`config.mk`:
```
export PLATFORM = sky130hd
export DESIGN_NAME = clock_gen_i2c_config_regs
export DESIGN_NICKNAME = d
export VERILOG_FILES = /design/src/core/clock_gen_i2c_config_regs.v /design/src/core/strap_defaults.v /design/src/core/sync2.v
export VERILOG_INCLUDE_DIRS = /design/src /design/src/shared
export SDC_FILE = /design/constraint.sdc
export NUM_CORES = 1
export LEC_CHECK = 0
export BUFFER_PORTS_ARGS = -buffer_cell sky130_fd_sc_hd__buf_2
export CORE_ASPECT_RATIO = 0.9
export CORE_MARGIN = 1.5
export CORE_UTILIZATION = 56
export CTS_CLUSTER_SIZE = 25
export DETAILED_ROUTE_END_ITERATION = 10
export PLACE_DENSITY = 0.75
export RECOVER_POWER = 25
export SETUP_SLACK_MARGIN = 0.4
export SYNTH_ARGS = -nofsm -noshare
export SYNTH_HDL_FRONTEND = slang
export SYNTH_HIERARCHICAL = 1
export SYNTH_SLANG_ARGS = --single-unit
```
`constraint.sdc`:
```
create_clock -name ref_clk -period 3.35 [get_ports ref_clk]
set_input_delay 0.1675 -clock ref_clk [delete_from_list [all_inputs] [get_ports ref_clk]]
set_output_delay 0.1675 -clock ref_clk [all_outputs]
set_load 0.005 [all_outputs]
```
`src/shared/clock_gen_i2c_config_regs.vh`:
```
// Constants for the clock generator I2C configuration bank.
// Assumes inclusion by bare name from each design file that needs them.
`ifndef CLOCK_GEN_I2C_CONFIG_REGS_VH
`define CLOCK_GEN_I2C_CONFIG_REGS_VH

// ==========================================================
// Target address
`define TGT_ADDR_HIGH 6'h30

// ==========================================================
// Register byte addresses
`define REG_BANK_AB_OUT_DIVIDER 8'h00
`define REG_BANK_C_OUT_DIVIDER 8'h01
`define REG_FEEDBACK_DIVIDER_HIGH 8'h02
`define REG_FEEDBACK_LOW_MARGIN_REF_CTRL 8'h03
`define REG_BANK_C_OUTPUT_DISABLES 8'h04

// ==========================================================
// Reset values
`define RST_BANK_AB_OUT_DIVIDER 8'h1e
`define RST_BANK_C_OUT_DIVIDER 8'h1e
`define RST_FEEDBACK_DIVIDER_HIGH 8'h50
`define RST_FEEDBACK_LOW_MARGIN_REF_CTRL 8'h00
`define RST_BANK_C_OUTPUT_DISABLES 8'h0b
`define RST_FEEDBACK_DIVIDER 11'h280

// ==========================================================
// Field positions
`define FLD_OUT_DIV_MSB 6
`define FLD_OUT_DIV_LSB 1
`define FLD_FB_LOW_MSB 7
`define FLD_FB_LOW_LSB 5
`define FLD_MARGIN_ENABLE 4
`define FLD_REF_ONE_DIS 1
`define FLD_REF_ZERO_DIS 0
`define FLD_C_DIS_MSB 7
`define FLD_C_DIS_LSB 4
`define C_DIS_RESERVED_VALUE 4'hb

// ==========================================================
// Feedback divider limits
`define FB_DIV_MIN 11'h004
`define FB_DIV_MAX 11'h3ff

// ==========================================================
// Timing counts (ref_clk cycles)
`define STRAP_SETTLE_CYCLES 2'h3

`endif
```
`src/core/clock_gen_i2c_config_regs.v`:
```
// I2C target and configuration bank of a PLL clock generator.
// Assumes SCL/SDA are open-drain with external pull-ups; all pins are
// asynchronous to ref_clk and are synchronised here.
`timescale 1ns/1ps
`default_nettype none
`include "clock_gen_i2c_config_regs.vh"

// Behaviour
// - Answer address 110000 plus address-select level; R/W bit follows.
// - Write: address, pointer, acked data bytes to successive addresses.
// - Read: address, pointer byte, bytes returned from pointer onward.
// - Defaults from four strap pins at power-up and master reset release.
// - Divider writes take effect only once margin enable is already set.
// - Enabled spread spectrum blocks host programming of dividers.
// - Byte 0 holds bank A/B divider bits 6..1, default 0x1e.
// - Byte 1 holds bank C divider bits 6..1, default 0x1e.
// - Feedback divider split: byte 2 bits 10..3, byte 3 top bits 2..0.
// - Feedback divides by programmed value, kept within 4 to 1023.
// - Byte 3 bit 4 is margin enable; bits 3..2 reserved.
// - Disable bits: byte 3 bits 1..0, byte 4 bits 7..4, writable except while master reset is high.
// - A set disable bit forces its output off regardless of pin.
// - Output on only when pin allows and disable bit clear.
// - Spread blocks feedback and output divider writes alike.
module clock_gen_i2c_config_regs (
  input wire ref_clk,
  input wire resetn,
  input wire scl_in,
  input wire sda_in,
  output wire sda_out,
  output reg sda_oe,
  input wire addr_select_pin,
  input wire [3:0] freq_select_straps,
  input wire master_reset_pin,
  input wire spread_enable_pin,
  input wire ref_output_enable_pin,
  input wire bank_c_output_enable_pin,
  output reg [6:0] bank_ab_divider,
  output reg [6:0] bank_c_divider,
  output reg [10:0] feedback_divider,
  output reg margin_enable,
  output reg ref_out_zero_on,
  output reg ref_out_one_on,
  output reg [3:0] bank_c_out_on
);

  // ==========================================================
  // Pin synchronisation
  // Address select is a pin too, so it is synchronised like the straps
  wire [10:0] pins_s;
  sync2 #(
    .WIDTH(11),
    .RESET_VALUE(11'h003)
  ) u_sync (
    .ref_clk(ref_clk),
    .resetn(resetn),
    .async_in({addr_select_pin, bank_c_output_enable_pin,
               ref_output_enable_pin,
               spread_enable_pin, master_reset_pin, freq_select_straps,
               sda_in, scl_in}),
    .sync_out(pins_s)
  );
  wire scl_s = pins_s[0];
  wire sda_s = pins_s[1];
  wire [3:0] straps_s = pins_s[5:2];
  wire mr_s = pins_s[6];
  wire spread_s = pins_s[7];
  wire ref_oe_s = pins_s[8];
  wire c_oe_s = pins_s[9];
  wire addr_sel_s = pins_s[10];

  // ==========================================================
  // Strap defaults
  wire [6:0] dflt_ab;
  wire [6:0] dflt_c;
  wire [10:0] dflt_fb;
  strap_defaults u_straps (
    .freq_select_straps(straps_s),
    .dflt_bank_ab_divider(dflt_ab),
    .dflt_bank_c_divider(dflt_c),
    .dflt_feedback_divider(dflt_fb)
  );

  // Straps need the synchroniser to fill before they are trusted
  reg [1:0] settle_q;
  always @(posedge ref_clk or negedge resetn) begin
    if (!resetn) begin
      settle_q <= 2'h0;
    end else if (settle_q != `STRAP_SETTLE_CYCLES) begin
      settle_q <= settle_q + 2'h1;
    end
  end
  // Held defaults while master reset is high, so release leaves them
  wire load_dflt = (settle_q != `STRAP_SETTLE_CYCLES) | mr_s;

  // ==========================================================
  // Bus edge detection on synchronised lines
  reg scl_prev_q;
  reg sda_prev_q;
  always @(posedge ref_clk or negedge resetn) begin
    if (!resetn) begin
      scl_prev_q <= 1'b1;
      sda_prev_q <= 1'b1;
    end else begin
      scl_prev_q <= scl_s;
      sda_prev_q <= sda_s;
    end
  end
  wire scl_rise = scl_s & ~scl_prev_q;
  wire scl_fall = ~scl_s & scl_prev_q;
  wire start_det = scl_s & scl_prev_q & sda_prev_q & ~sda_s;
  wire stop_det = scl_s & scl_prev_q & ~sda_prev_q & sda_s;

  // ==========================================================
  // Target state machine
  localparam [6:0] ST_IDLE = 7'h01;
  localparam [6:0] ST_ADDR = 7'h02;
  localparam [6:0] ST_ACK = 7'h04;
  localparam [6:0] ST_PTR = 7'h08;
  localparam [6:0] ST_WDATA = 7'h10;
  localparam [6:0] ST_RDATA = 7'h20;
  localparam [6:0] ST_RACK = 7'h40;

  reg [6:0] state_q;
  reg [6:0] after_ack_q;
  reg [3:0] bit_cnt_q;
  reg [7:0] shift_q;
  reg [7:0] tx_q;
  reg [7:0] byte_pointer;
  reg rw_q;
  reg host_nack_q;

  // Register storage
  reg [5:0] ab_div_q;
  reg [5:0] c_div_q;
  reg [10:0] fb_div_q;
  reg margin_q;
  reg [1:0] ref_dis_q;
  reg [3:0] c_dis_q;

  reg [7:0] rd_data;
  always @* begin
    case (byte_pointer)
      `REG_BANK_AB_OUT_DIVIDER: rd_data = {1'b0, ab_div_q, 1'b0};
      `REG_BANK_C_OUT_DIVIDER: rd_data = {1'b0, c_div_q, 1'b0};
      `REG_FEEDBACK_DIVIDER_HIGH: rd_data = fb_div_q[10:3];
      `REG_FEEDBACK_LOW_MARGIN_REF_CTRL:
        rd_data = {fb_div_q[2:0], margin_q, 2'h0, ref_dis_q};
      `REG_BANK_C_OUTPUT_DISABLES:
        rd_data = {c_dis_q, `C_DIS_RESERVED_VALUE};
      default: rd_data = 8'h00;
    endcase
  end

  wire addr_match = (shift_q[7:1] == {`TGT_ADDR_HIGH, addr_sel_s});
  wire byte_done = (bit_cnt_q == 4'h8);
  wire wr_strobe = scl_fall & (state_q == ST_WDATA) & byte_done;

  always @(posedge ref_clk or negedge resetn) begin
    if (!resetn) begin
      state_q <= ST_IDLE;
      after_ack_q <= ST_IDLE;
      bit_cnt_q <= 4'h0;
      shift_q <= 8'h00;
      tx_q <= 8'h00;
      byte_pointer <= 8'h00;
      rw_q <= 1'b0;
      host_nack_q <= 1'b0;
      sda_oe <= 1'b0;
    end else if (start_det) begin
      // Repeated start restarts address phase anywhere
      state_q <= ST_ADDR;
      bit_cnt_q <= 4'h0;
      sda_oe <= 1'b0;
    end else if (stop_det) begin
      state_q <= ST_IDLE;
      sda_oe <= 1'b0;
    end else if (scl_rise) begin
      case (state_q)
        ST_ADDR, ST_PTR, ST_WDATA: begin
          shift_q <= {shift_q[6:0], sda_s};
          bit_cnt_q <= bit_cnt_q + 4'h1;
        end
        ST_RDATA: begin
          bit_cnt_q <= bit_cnt_q + 4'h1;
        end
        ST_RACK: begin
          host_nack_q <= sda_s;
        end
        default: begin
        end
      endcase
    end else if (scl_fall) begin
      case (state_q)
        ST_ADDR: begin
          if (byte_done) begin
            if (addr_match) begin
              rw_q <= shift_q[0];
              state_q <= ST_ACK;
              after_ack_q <= ST_PTR;
              sda_oe <= 1'b1;
            end else begin
              state_q <= ST_IDLE;
            end
          end
        end
        ST_PTR: begin
          if (byte_done) begin
            byte_pointer <= shift_q;
            state_q <= ST_ACK;
            after_ack_q <= rw_q ? ST_RDATA : ST_WDATA;
            sda_oe <= 1'b1;
          end
        end
        ST_WDATA: begin
          if (byte_done) begin
            byte_pointer <= byte_pointer + 8'h01;
            state_q <= ST_ACK;
            after_ack_q <= ST_WDATA;
            sda_oe <= 1'b1;
          end
        end
        ST_ACK: begin
          bit_cnt_q <= 4'h0;
          state_q <= after_ack_q;
          if (after_ack_q == ST_RDATA) begin
            tx_q <= rd_data;
            byte_pointer <= byte_pointer + 8'h01;
            sda_oe <= ~rd_data[7];
          end else begin
            sda_oe <= 1'b0;
          end
        end
        ST_RDATA: begin
          if (byte_done) begin
            sda_oe <= 1'b0;
            state_q <= ST_RACK;
          end else begin
            sda_oe <= ~tx_q[3'h7 - bit_cnt_q[2:0]];
          end
        end
        ST_RACK: begin
          if (host_nack_q) begin
            // Host ends the read; wait for stop or start
            state_q <= ST_IDLE;
            sda_oe <= 1'b0;
          end else begin
            tx_q <= rd_data;
            byte_pointer <= byte_pointer + 8'h01;
            bit_cnt_q <= 4'h0;
            state_q <= ST_RDATA;
            sda_oe <= ~rd_data[7];
          end
        end
        default: begin
          sda_oe <= 1'b0;
        end
      endcase
    end
  end

  // Open drain: only ever pull low
  assign sda_out = 1'b0;

  // ==========================================================
  // Register writes
  // Output dividers are blocked under spread too: the stricter reading,
  // so a spread profile never meets an unexpected divider.
  wire divider_ok = margin_q & ~spread_s;
  wire [7:0] wdata = shift_q;
  localparam [7:0] AB_RST = `RST_BANK_AB_OUT_DIVIDER;
  localparam [7:0] C_RST = `RST_BANK_C_OUT_DIVIDER;

  always @(posedge ref_clk or negedge resetn) begin
    if (!resetn) begin
      ab_div_q <= AB_RST[`FLD_OUT_DIV_MSB:`FLD_OUT_DIV_LSB];
      c_div_q <= C_RST[`FLD_OUT_DIV_MSB:`FLD_OUT_DIV_LSB];
      fb_div_q <= `RST_FEEDBACK_DIVIDER;
      margin_q <= 1'b0;
      ref_dis_q <= 2'h0;
      c_dis_q <= 4'h0;
    end else if (load_dflt) begin
      ab_div_q <= dflt_ab[6:1];
      c_div_q <= dflt_c[6:1];
      fb_div_q <= dflt_fb;
      margin_q <= 1'b0;
      ref_dis_q <= 2'h0;
      c_dis_q <= 4'h0;
    end else if (wr_strobe) begin
      case (byte_pointer)
        `REG_BANK_AB_OUT_DIVIDER: begin
          if (divider_ok) begin
            ab_div_q <= wdata[`FLD_OUT_DIV_MSB:`FLD_OUT_DIV_LSB];
          end
        end
        `REG_BANK_C_OUT_DIVIDER: begin
          if (divider_ok) begin
            c_div_q <= wdata[`FLD_OUT_DIV_MSB:`FLD_OUT_DIV_LSB];
          end
        end
        `REG_FEEDBACK_DIVIDER_HIGH: begin
          if (divider_ok) begin
            fb_div_q[10:3] <= wdata;
          end
        end
        `REG_FEEDBACK_LOW_MARGIN_REF_CTRL: begin
          if (divider_ok) begin
            fb_div_q[2:0] <= wdata[`FLD_FB_LOW_MSB:`FLD_FB_LOW_LSB];
          end
          margin_q <= wdata[`FLD_MARGIN_ENABLE];
          ref_dis_q <= wdata[`FLD_REF_ONE_DIS:`FLD_REF_ZERO_DIS];
        end
        `REG_BANK_C_OUTPUT_DISABLES: begin
          c_dis_q <= wdata[`FLD_C_DIS_MSB:`FLD_C_DIS_LSB];
        end
        default: begin
          // Reserved addresses swallow the byte
        end
      endcase
    end
  end

  // ==========================================================
  // Effective settings towards the PLL and output drivers
  always @(posedge ref_clk or negedge resetn) begin
    if (!resetn) begin
      bank_ab_divider <= 7'h00;
      bank_c_divider <= 7'h00;
      feedback_divider <= `RST_FEEDBACK_DIVIDER;
      margin_enable <= 1'b0;
      ref_out_zero_on <= 1'b0;
      ref_out_one_on <= 1'b0;
      bank_c_out_on <= 4'h0;
    end else begin
      bank_ab_divider <= {ab_div_q, 1'b0};
      bank_c_divider <= {c_div_q, 1'b0};
      // Out-of-range codes are pinned to the nearest legal divide
      if (fb_div_q < `FB_DIV_MIN) begin
        feedback_divider <= `FB_DIV_MIN;
      end else if (fb_div_q > `FB_DIV_MAX) begin
        feedback_divider <= `FB_DIV_MAX;
      end else begin
        feedback_divider <= fb_div_q;
      end
      margin_enable <= margin_q;
      // Master reset does not gate the reference outputs; it clears their disable bits
      ref_out_zero_on <= ref_oe_s & ~ref_dis_q[0];
      ref_out_one_on <= ref_oe_s & ~ref_dis_q[1];
      bank_c_out_on <= {4{c_oe_s & ~mr_s}} & ~c_dis_q;
    end
  end

endmodule // clock_gen_i2c_config_regs

`default_nettype wire

```
`src/core/strap_defaults.v`:
```
// Strap-to-default decode for the divider registers.
// Assumes straps already synchronised to ref_clk.
`timescale 1ns/1ps
`default_nettype none

module strap_defaults #(
  // Output divider per frequency code 66.67/100/125/66.67 MHz
  parameter [6:0] DIV_CODE0 = 7'h1e,
  parameter [6:0] DIV_CODE1 = 7'h14,
  parameter [6:0] DIV_CODE2 = 7'h10,
  parameter [6:0] DIV_CODE3 = 7'h1e,
  parameter [10:0] FB_DEFAULT = 11'h280
) (
  input wire [3:0] freq_select_straps,
  output reg [6:0] dflt_bank_ab_divider,
  output reg [6:0] dflt_bank_c_divider,
  output wire [10:0] dflt_feedback_divider
);

  function [6:0] code_to_div;
    input [1:0] code;
    begin
      case (code)
        2'h0: code_to_div = DIV_CODE0;
        2'h1: code_to_div = DIV_CODE1;
        2'h2: code_to_div = DIV_CODE2;
        default: code_to_div = DIV_CODE3;
      endcase
    end
  endfunction

  // Upper straps pick banks A/B, lower straps pick bank C
  always @* begin
    dflt_bank_ab_divider = code_to_div(freq_select_straps[3:2]);
    dflt_bank_c_divider = code_to_div(freq_select_straps[1:0]);
  end

  assign dflt_feedback_divider = FB_DEFAULT;

endmodule // strap_defaults

`default_nettype wire

```
`src/core/sync2.v`:
```
// Two-flop synchroniser, one stage pair per bit.
// Assumes asynchronous inputs; outputs are in the ref_clk domain.
`timescale 1ns/1ps
`default_nettype none

module sync2 #(
  parameter WIDTH = 1,
  parameter [WIDTH-1:0] RESET_VALUE = {WIDTH{1'b0}}
) (
  input wire ref_clk,
  input wire resetn,
  input wire [WIDTH-1:0] async_in,
  output wire [WIDTH-1:0] sync_out
);

  genvar i;
  generate
    for (i = 0; i < WIDTH; i = i + 1) begin : g_bit
      reg meta_q;
      reg stable_q;
      always @(posedge ref_clk or negedge resetn) begin
        if (!resetn) begin
          meta_q <= RESET_VALUE[i];
          stable_q <= RESET_VALUE[i];
        end else begin
          meta_q <= async_in[i];
          stable_q <= meta_q;
        end
      end
      assign sync_out[i] = stable_q;
    end
  endgenerate

endmodule // sync2

`default_nettype wire

```
; ---- Yosys cells after proc, flatten, opt, wreduce, memory -nomap -nowiden
; Index checks and enable logic that the tools add are counted.
[totals]
word_cells = 220
reg_bits = 131
[op_classes]
n_reduce_logical = 33
add_sub_neg = 4
n_lt_le_gt_ge = 3
muxes = 71
n_eq_ne = 32
n_bitwise = 29
[ops]
columns = op, n
row1 = 7-bit 2-to-1 mux, 11
row2 = 8-bit 2-to-1 mux, 8
row3 = 6-bit 2-to-1 mux, 9
row4 = 11-bit 2-to-1 mux, 4
row5 = 8-bit case mux with 5 select lines, 1
row6 = 4-bit 2-to-1 mux, 9
row7 = 7-bit case mux with 5 select lines, 1
row8 = 8-bit case mux with 4 select lines, 1
row9 = 4-bit case mux with 2 select lines, 3
row10 = 7-bit case mux with 3 select lines, 1
row11 = 9-bit AND reduction, 2
row12 = 8-bit by 2-bit == test with 1-bit output (second input constant), 2
row13 = 2-bit inequality test (second input constant), 8
row14 = 4-bit inequality test (second input constant), 4
row15 = 8-bit case mux with 2 select lines, 1
row16 = 2-bit nonzero test, 8
row17 = 7-bit by 6-bit == test with 1-bit output (second input constant), 2
row18 = 1-bit 2-to-1 mux, 14
row19 = 7-bit AND reduction, 2
row20 = 1-bit bitwise AND, 13
row21 = 1-bit inverter, 13
row22 = 3-bit AND reduction, 4
row23 = 11-bit by 10-bit greater-than comparator with 1-bit output (second input constant), 1
row24 = 11-bit by 3-bit less-than comparator with 1-bit output (second input constant), 1
row25 = 37 further kinds, 49

; ---- Depth between registers and ports, before layout
; Gate-level depths: netlist of run 1.
[logic_depth]
word_depth = 10
depth_mapped = 9

; ---- By module
; Netlist of run 1, hierarchy kept.
[by_module_without_submodules]
columns = mod, area_per_inst_um2, instances, cells_per_inst
row1 = clock_gen_i2c_config_regs, 5470.2, 1, 500
row2 = sync2, 638.1, 1, 33
row3 = strap_defaults, 205.2, 1, 29

; ---- Least setup slack after synthesis of run 1
; OpenSTA, ideal clock, no wires.
[synth_timing]
kind = flip-flop to flip-flop
from = reg state_q[5]
to = reg tx_q[0]
arrival_time_ns = 1.938
n_path_buf = 1
required_time_ns = 3.225
stages_incl_launch_ff = 7
period_less_slack_ns = 2.062
setup_slack_ns = 1.288
path_cell_list = dfrtp_1 > buf_6 > or4_4 > nor3b_2 > a21oi_1 > nor2_4 > mux2_2
[synth_between]
elab_chain_cells = 3
[synth_lines]
columns = item, line
row1 = start: declaration, clock_gen_i2c_config_regs.v:123  ; reg [6:0] state_q;
row2 = start signal: assignment, clock_gen_i2c_config_regs.v:224  ; state_q <= after_ack_q;
row3 = 7-bit by 3-bit == test with 1-bit output or 7-bit == test (tied branches), clock_gen_i2c_config_regs.v:193  ; case (state_q)
row4 = 2-bit inequality test (no line) or 2-bit nonzero test (tied branches), --
row5 = 7-bit AND reduction (no line), --
row6 = end signal: assignment, clock_gen_i2c_config_regs.v:226  ; tx_q <= rd_data;
row7 = end signal: assignment, clock_gen_i2c_config_regs.v:247  ; tx_q <= rd_data;
row8 = end: declaration, clock_gen_i2c_config_regs.v:127  ; reg [7:0] tx_q;
; Several ways; a longest one is shown, not always the timed one.
; A chain may end at the register's enable or synchronous reset.

; ---- Worst setup path after layout of run 1
[layout_timing]
from = reg state_q[4]
to = reg state_q[4]
[layout_between]
elab_chain_cells = 7
[layout_lines]
columns = item, line
row1 = 7-bit by 5-bit == test with 1-bit output or 7-bit by 4-bit == test with 1-bit output (tied branches), clock_gen_i2c_config_regs.v:193
row2 = 2-bit OR reduction (no line), --
row3 = 7-bit case mux with 5 select lines, clock_gen_i2c_config_regs.v:193
row4 = 7-bit 2-to-1 mux, clock_gen_i2c_config_regs.v:192  ; end else if (scl_fall) begin
row5 = 7-bit 2-to-1 mux, clock_gen_i2c_config_regs.v:177  ; end else if (scl_rise) begin
row6 = 7-bit 2-to-1 mux, clock_gen_i2c_config_regs.v:174  ; end else if (stop_det) begin
row7 = 7-bit 2-to-1 mux, clock_gen_i2c_config_regs.v:169  ; end else if (start_det) begin
; Several ways; a longest one is shown, not always the timed one. The select of a mux whose other input is x is not followed.

==> run metrics, run 1 <==
die height=104 um; Worst R2R Start=state_q[4]$_DFFE_PN0P_; First-pass DRT Iterations=5; peak supply drop=508 uV; design area=0.00710 mm^2; final hold violations=0; reg2reg end=state_q[4]$_DFFE_PN0P_; placed cells=715; met1 Usage GRT=0.367; ANT nets after route=0; TritonCTS clock tree=done; Startpoint Class=register; total CTS buffers=17; M2 GR Usage=0.349; combined area of the multi-input logic cells=0.00267 mm^2; clk_lat worst skew=0.42 ns; Routed wire per std cell=18.1 um; final worst path period need=2.53 ns; mapped cell area=0.00630 mm^2; clk slew on worst S/H paths=0.06 ns; final setup vio count=0; Crit path required time=3.66 ns; register area=0.00323 mm^2; worst hold stages=0; area grow syn2layout=12.7%; fmax=0.395 GHz; Crit Path Max Fanout=17; Worst EP arrival=2.84 ns; via count=4,375; drt total wl=13,700 um; LEAKAGE=3.35 nW; initial antenna violation count=0; Slew Limit Fails=70; max_cap viols=1; core area=0.0109 mm^2; Crit Path Class=register to register; GRT Total Usage=0.247; Post-Route Setup TNS=0 ns; gr ovfl total=0; largest net degree at the start of global routing=71; hold endpoint=u_sync/g_bit[2].stable_q$_DFF_PN0_; die area=0.0119 mm^2; post-DP HPWL=9350 um; vias in the first global route=4,050; Max Root-Sink Buffers=2; most common cell after layout, fill and taps aside=dfrtp_1; global routing's busiest layer=met1; status=finished, violations left; Cell Count, Final, Fillers Out=759; Synth warnings=6; syn avg cell area=11.2 um^2; power per cell area=588 mW/mm^2; clk sink count=128; fin util=0.651; met3 global-route usage=0.0743; GP Congestion=0.878; Final nets=620; Starting Density=0.578; Least-Margin Pin Slew=1.67 ns; most frequent cells in the layout=dfrtp_1, nand2_1, buf_2; layout cells sized above 1=0.239; Worst Setup End Kind=register; Post-DP Area=0.00641 mm^2; Final Power=4.17 mW; row count=36; Fillers=854; worst hold start=u_sync/g_bit[2].meta_q$_DFF_PN0_; Post-Synthesis Cells=560; setup bufs post-CTS=0; DRC viols=0; final period utilization=0.755; worst hold-check path type=register to register; Reg2Reg Setup Slack=0.82 ns; Boundary Pins=47; Rel. slew slack=-0.116; root buf cell=clkbuf_16; r2r worst-path depth=5; vias per cell=5.76; Die X-Extent=115 um; Clock Skew=0.0148 ns; first-pass GRT wire length=22,200 um; I/O Buffers=43; RSZ-0062 raised after global routing=no; CTS H-tree depth=4; ant diodes=0; initial DRC count=431; failing checks=capacitance limit, slew limit
report_power, final:
group          total, mW  leakage (nW)  internal, mW  switching, mW
Combinational      0.570          1.49         0.221          0.349
Sequential          1.83          1.59          1.68          0.149
Clock               1.77         0.277          1.09          0.682
Total               4.17          3.35          2.99           1.18
critical path: stages (launching register included):
cell	delay, ns
dfrtp_1	0.77
xor2_1	0.17
a211o_1	0.32
a211oi_1	0.36
o32a_1	0.42
mux2_2	0.38
area by class of cell:
class	instances	share of cell area
clock buffers	19	0.0610
clock inverters	13	0.0196
inverters	15	0.00793
multi-input cells	373	0.377
flip-flops and latches	128	0.455
well taps	152	0.0268
repair buffers	59	0.0532
how the worst max path moves through the flow:
stage | from | endpoint | slack (ns) | cells after the start
finish | state_q[4]$_DFFE_PN0P_ | state_q[4]$_DFFE_PN0P_ | 0.82 | 5
global route | state_q[4]$_DFFE_PN0P_ | state_q[4]$_DFFE_PN0P_ | 0.69 | 5
CTS | state_q[4]$_DFFE_PN0P_ | state_q[4]$_DFFE_PN0P_ | 0.87 | 5
detailed placement | state_q[4]$_DFFE_PN0P_ | state_q[4]$_DFFE_PN0P_ | 0.89 | 5
global placement | state_q[4]$_DFFE_PN0P_ | state_q[4]$_DFFE_PN0P_ | 0.92 | 5
floorplan | state_q[5]$_DFFE_PN0P_ | tx_q[0]$_DFFE_PN0P_ | 1.29 | 6
metal layers:
layer | vias up | wire length, um
met5 | - | 0
met4 | 0 | 214
met3 | 22 | 1100
met2 | 187 | 6260
met1 | 2153 | 6160
li1 | 2013 | -
registers in the layout, indices dropped and copies added, names as in the netlist, 7 cells and up:
register	cells
feedback_divider	11
byte_pointer	8
u_sync/g_bit.meta_q	11
shift_q	8
state_q	7
tx_q	8
u_sync/g_bit.stable_q	11
fb_div_q	11
metrics by stage:
step | hold slack (ns) | worst slack (ns)
finish | 0.348 | 0.820
global route | 0.352 | 0.690
CTS | 0.349 | 0.874
detailed placement | 0.277 | 0.885
global placement | 0.275 | 0.922
floorplan | -0.128 | 1.29
what timing repair did:
item / CTS / global route
hold buffers: 12 / 0
setup endpoints to repair: 0 / 0
hold endpoints to repair: 68 / 0
gates resized for setup: 0 / 0
Power figures use the tool's default switching activity.
==> run 2: changes to the inputs <==
==> constraint.sdc (replaced) <==
create_clock -name ref_clk -period 2.34 [get_ports ref_clk]
set_input_delay 0.117 -clock ref_clk [delete_from_list [all_inputs] [get_ports ref_clk]]
set_output_delay 0.117 -clock ref_clk [all_outputs]
set_load 0.005 [all_outputs]
==> run 2 against run 1 <==
Effect of this change:
- the flow now finishes without violations
- utilization increased by 13 points
- fmax is 18% higher
- cell area rose by 19%
- worst hold slack worse by 0.0066 ns
- worst setup slack got worse by 0.63 ns
- critical path type unchanged
==> run metrics, run 2 (synthesis gave the netlist of run 1 again) <==
GRT Total Usage=0.283; drt total wl=17,500 um; max_cap viols=0; root buf cell=clkbuf_16; Top delay family on crit path=simple AND/OR/NAND/NOR gates; DRC viols=0; die height=104 um; placed cells=753; Setup crit end=fb_div_q[2]$_DFFE_PN0P_; Slew Limit Fails=0; reg2reg end=fb_div_q[2]$_DFFE_PN0P_; worst hold margin=0.341 ns; RSZ-0062 raised after global routing=yes; Least-Margin Pin Slew=1.12 ns; power per cell area=802 mW/mm^2; I/O Buffers=43; Die X-Extent=115 um; gr ovfl total=0; final hold violations=0; Worst Setup End Kind=register; fmax=0.466 GHz; Boundary Pins=47; top layer reached by signal wires=met4; post-DP HPWL=10,100 um; TritonCTS clock tree=done; Post-DP Area=0.00674 mm^2; Startpoint Class=register; first-pass GRT wire length=25,600 um; Worst Setup SP=state_q[5]$_DFFE_PN0P_; WL met3=1550 um; peak supply drop=569 uV; clk sink count=128; worst hold-check path type=input port to register; layout cells sized above 1=0.438; core area=0.0109 mm^2; slowest stage delay, CP=0.62 ns; Worst EP arrival=2.42 ns; die area=0.0119 mm^2; Starting Density=0.578; initial DRC count=515; final worst path period need=2.15 ns; Clock Skew=0.0111 ns; Worst R2R Start=state_q[5]$_DFFE_PN0P_; Rel. slew slack=0.253; Crit Path Max Fanout=7; Metal-1 WL=7130 um; total CTS buffers=17; Routed wire per std cell=20.8 um; Reg2Reg Setup Slack=0.19 ns; Critical path buffers and inverters=1; via count=5,036; Fillers=639; GP Congestion=0.935; Cell Count, Final, Fillers Out=844; design area=0.00846 mm^2; First-pass DRT Iterations=6; Crit Path Class=register to register; most frequent cells in the layout=dfrtp_1, buf_4, buf_2; largest net degree at the start of global routing=48; fin util=0.776; vias per cell=5.97; Crit path required time=2.61 ns; final setup vio count=0; ANT nets after route=0; ant diodes=0; CTS H-tree depth=4; Critical-path top delay cell=or4_4; LEAKAGE=3.96 nW; clk slew on worst S/H paths=0.06 ns; CP cell instances=or4_4, buf_6, nor3_4, nand4_1, mux2i_1, o21ai_1; final period utilization=0.917; Final nets=705; area grow syn2layout=34.4%; initial antenna violation count=0; r2r worst-path depth=6; clk_lat worst skew=0.42 ns; status=complete, no violations; vias in the first global route=4,874; Levels on crit path=6; metal2 WL=8390 um; most common cell after layout, fill and taps aside=dfrtp_1; Max Root-Sink Buffers=2; Post-Route Setup TNS=0 ns; row count=36
run 2: how the worst min path moves through the flow:
stage,start,end,slack [ns],cells after the start
CTS,resetn,settle_q[1]$_DFFE_PN0P_,0.25,2
floorplan,resetn,ab_div_q[4]$_DFFE_PN0P_,-0.18,0
finish,scl_in,u_sync/g_bit[0].meta_q$_DFF_PN1_,0.34,2
detailed placement,resetn,settle_q[1]$_DFFE_PN0P_,0.14,1
global route,sda_in,u_sync/g_bit[1].meta_q$_DFF_PN1_,0.33,2
global placement,resetn,settle_q[1]$_DFFE_PN0P_,0.14,1
run 2: repair_timing:
| item | in CTS | in global routing |
|---|---|---|
| endpoints found under the hold margin | 47 | 0 |
| hold buffers | 12 | 0 |
| setup buffers | 29 | 16 |
| gates cloned | 2 | 0 |
| setup endpoints to repair | 69 | 70 |
| pin swaps | 26 | 22 |
| gates resized for setup | 70 | 73 |
run 2: per-layer routing:
metal	vias to the layer above	GRT usage
met3	57	0.0603
met2	293	0.426
met5	-	0
li1	2181	-
met4	0	0.102
met1	2505	0.406
run 2: where the power goes:
part | leakage (nW) | switching [mW] | total, mW | internal, mW
combinational | 2.11 | 0.759 | 1.60 | 0.838
sequential | 1.58 | 0.205 | 2.61 | 2.41
clock | 0.273 | 0.982 | 2.58 | 1.60
run 2: layout make-up:
type | instances | area, um^2 | area share
Inverter | 15 | 56.3 | 0.00665
Timing Repair Buffer | 144 | 1210 | 0.143
Clock buffer | 20 | 447 | 0.0528
Tap cell | 152 | 190 | 0.0225
Sequential cell | 128 | 3240 | 0.382
Multi-Input combinational cell | 373 | 3190 | 0.377
Clock inverter | 12 | 135 | 0.0160
run 2: metrics by stage:
stage / setup slack (ns) / power [mW]
2_1_floorplan: 0.313 / 3.19
4_1_cts: 0.271 / 6.53
6_report: 0.193 / 6.79
3_5_place_dp: -0.00238 / 3.55
3_3_place_gp: -0.0000731 / 3.51
5_1_grt: 0.141 / 7.01
run 2: worst reg2reg max path: cells and delay by family, from the launching register on:
family                 cells  cell delay, ns
and+or+nand+nor            3            1.05
buffers and inverters      1            0.15
AOI/OAI and AO/OA          1            0.10
DFF                        1            0.45
muxes                      1            0.26
==> run 3: changes to the inputs <==
--- a/config.mk
+++ b/config.mk
@@ -7,12 +7,14 @@
 export NUM_CORES = 1
 export LEC_CHECK = 0
 export BUFFER_PORTS_ARGS = -buffer_cell sky130_fd_sc_hd__buf_2
+export CELL_PAD_IN_SITES_DETAIL_PLACEMENT = 0
+export CELL_PAD_IN_SITES_GLOBAL_PLACEMENT = 1
 export CORE_ASPECT_RATIO = 0.9
 export CORE_MARGIN = 1.5
-export CORE_UTILIZATION = 56
+export CORE_UTILIZATION = 48
 export CTS_CLUSTER_SIZE = 25
 export DETAILED_ROUTE_END_ITERATION = 10
-export PLACE_DENSITY = 0.75
+export PLACE_DENSITY_LB_ADDON = 0.1
 export RECOVER_POWER = 25
 export SETUP_SLACK_MARGIN = 0.4
 export SYNTH_ARGS = -nofsm -noshare
==> run 3 against run 2 <==
Effect of this change:
- via count is 5.0% lower
- register-to-register slack better by 0.04 ns
- sequential cell count stayed put
- utilization is 11 points lower
- sequential power hardly changed
- global-route usage is 3.6 points lower
- sequential share of layout area is 0.35 points lower
- routed wire length is 6.3% lower
- die area is 16% higher
==> run metrics, run 3 (synthesis gave the netlist of run 1 again) <==
Reg2Reg Setup Slack=0.24 ns; Worst R2R Start=byte_pointer[5]$_DFFE_PN0P_; First-pass DRT Iterations=5; GRT Total Usage=0.247; I/O Buffers=43; LEAKAGE=4.01 nW; most frequent cells in the layout=dfrtp_1, buf_4, buf_2; final hold violations=0; Levels on crit path=6; clk sink count=128; Cell Count, Final, Fillers Out=870; DRC viols=0; die area=0.0138 mm^2; reg2reg end=fb_div_q[2]$_DFFE_PN0P_; clk slew on worst S/H paths=0.06 ns; worst hold margin=0.330 ns; global routing's busiest layer=met2; Die X-Extent=124 um; largest net degree at the start of global routing=51; Clock Skew=0.00624 ns; Startpoint Class=register; RSZ-0062 raised after global routing=yes; setup ws final=0.237 ns; TritonCTS clock tree=done; Least-Margin Pin Slew=1.28 ns; Boundary Pins=47; CTS H-tree depth=4; layout cells sized above 1=0.448; combinational share of power=0.199; drt total wl=16,400 um; final period utilization=0.899; area grow syn2layout=35.6%; Fillers=943; ant diodes=0; sequential share of power=0.381; row count=39; final setup vio count=0; max_cap viols=0; Worst EP arrival=2.40 ns; Crit Path Max Fanout=11; clk_lat worst skew=0.42 ns; Starting Density=0.495; Routed wire per std cell=18.9 um; Pint=4.87 mW; vias per cell=5.50; Critical path buffers and inverters=1; peak supply drop=552 uV; vias in the first global route=4,720; total CTS buffers=17; core area=0.0127 mm^2; Max Root-Sink Buffers=2; first-pass GRT wire length=25,600 um; Worst Setup SP=byte_pointer[5]$_DFFE_PN0P_; final worst path period need=2.10 ns; worst slack, placed=0.0331 ns; initial DRC count=255; Post-Route Setup TNS=0 ns; power per cell area=796 mW/mm^2; die height=112 um; most common cell after layout, fill and taps aside=dfrtp_1; slowest stage delay, CP=0.60 ns; initial antenna violation count=0; clock network power share=0.420; M2 GR Usage=0.365; switching part of the total power=0.284; GP Congestion=0.846; ANT nets after route=0; gr ovfl total=0; Critical-path top delay cell=or4_4; status=complete, no violations; met3 global-route usage=0.0451; Setup crit end=fb_div_q[2]$_DFFE_PN0P_; r2r worst-path depth=6; fmax=0.475 GHz; post-DP HPWL=10,500 um; via count=4,783; worst hold-check path type=input port to register; net switching power=1.93 mW; CP cell instances=or4_4, nor3_4, buf_12, nand4_1, mux2i_1, o21ai_1; Worst Setup End Kind=register; placed cells=770; Rel. slew slack=0.148; root buf cell=clkbuf_16; met1 Usage GRT=0.359; Crit Path Class=register to register; Crit path required time=2.64 ns; Final nets=719; Slew Limit Fails=0; Top delay family on crit path=simple AND/OR/NAND/NOR gates
-- run 3: cell count changes in the layout (fill, tap and decap cells not counted), moves of 3 or more --
cell | before | now
a21oi_1 | 9 | 5
mux2_2 | 4 | 12
mux2i_2 | 3 | 0
nand2_1 | 32 | 37
mux2i_1 | 30 | 33
mux2_4 | 22 | 14
buf_4 | 59 | 82
a21oi_2 | 2 | 6
buf_6 | 19 | 14
nand2_2 | 7 | 2
-- run 3: worst min-delay path by stage --
stage                             startpoint  slack (ns)  cells after the start                                  to
finish                      master_reset_pin        0.33                      2    u_sync/g_bit[6].meta_q$_DFF_PN0_
global route        bank_c_output_enable_pin        0.33                      2    u_sync/g_bit[9].meta_q$_DFF_PN0_
CTS                                   resetn        0.29                      2  u_sync/g_bit[2].stable_q$_DFF_PN0_
detailed placement                    resetn        0.19                      1  u_sync/g_bit[2].stable_q$_DFF_PN0_
global placement                      resetn        0.18                      1  u_sync/g_bit[2].stable_q$_DFF_PN0_
floorplan                             resetn       -0.18                      0             ab_div_q[4]$_DFFE_PN0P_
-- run 3: per-stage QoR --
step / power (mW) / instance area [um^2] / utilization
after global placement: 3.53 / 6780 / 0.532
final: 6.80 / 8540 / 0.671
after floorplan: 3.19 / 6390 / -
after global routing: 7.07 / 8540 / 0.671
after CTS: 6.57 / 8120 / 0.637
after detailed placement: 3.56 / 6780 / 0.532
-- run 3: power by group through the flow --
stage                     Clock, mW  Combinational, mW  Sequential, mW
final                          2.85               1.35            2.59
after global routing           3.01               1.45            2.61
after CTS                      2.90               1.08            2.58
after detailed placement          0              0.937            2.62
after global placement            0              0.920            2.61
after floorplan                   0              0.639            2.55
-- run 3: timing repair --
item                                    4_1_cts  5_1_grt
pin swaps                                    17       28
endpoints found under the setup margin       70       72
buffers inserted                             36       18
endpoints found under the hold margin        49        0
resized for setup                            71       51
hold buffers                                 12        0
gates cloned                                  0        2
-- run 3: area by class of cell --
class	instances	area [um^2]	share of cell area
well taps	164	205	0.0240
multi-input cells	373	3150	0.369
inverters	15	56.3	0.00659
flip-flops and latches	128	3240	0.379
clock buffers	18	429	0.0502
repair buffers	158	1260	0.147
clock inverters	14	204	0.0239
-- run 3: worst register-to-register path: stages, from the launching register on --
cell and delay, ns:
dfrtp_1 0.41, or4_4 0.60, nor3_4 0.26, buf_12 0.18, nand4_1 0.23, mux2i_1 0.23, o21ai_1 0.08
-- run 3: layer usage --
| layer | wire [um] | up-vias |
|---|---|---|
| li1 | - | 2218 |
| met1 | 7760 | 2400 |
| met2 | 7710 | 132 |
| met3 | 653 | 33 |
| met4 | 312 | 0 |
| met5 | 0 | - |
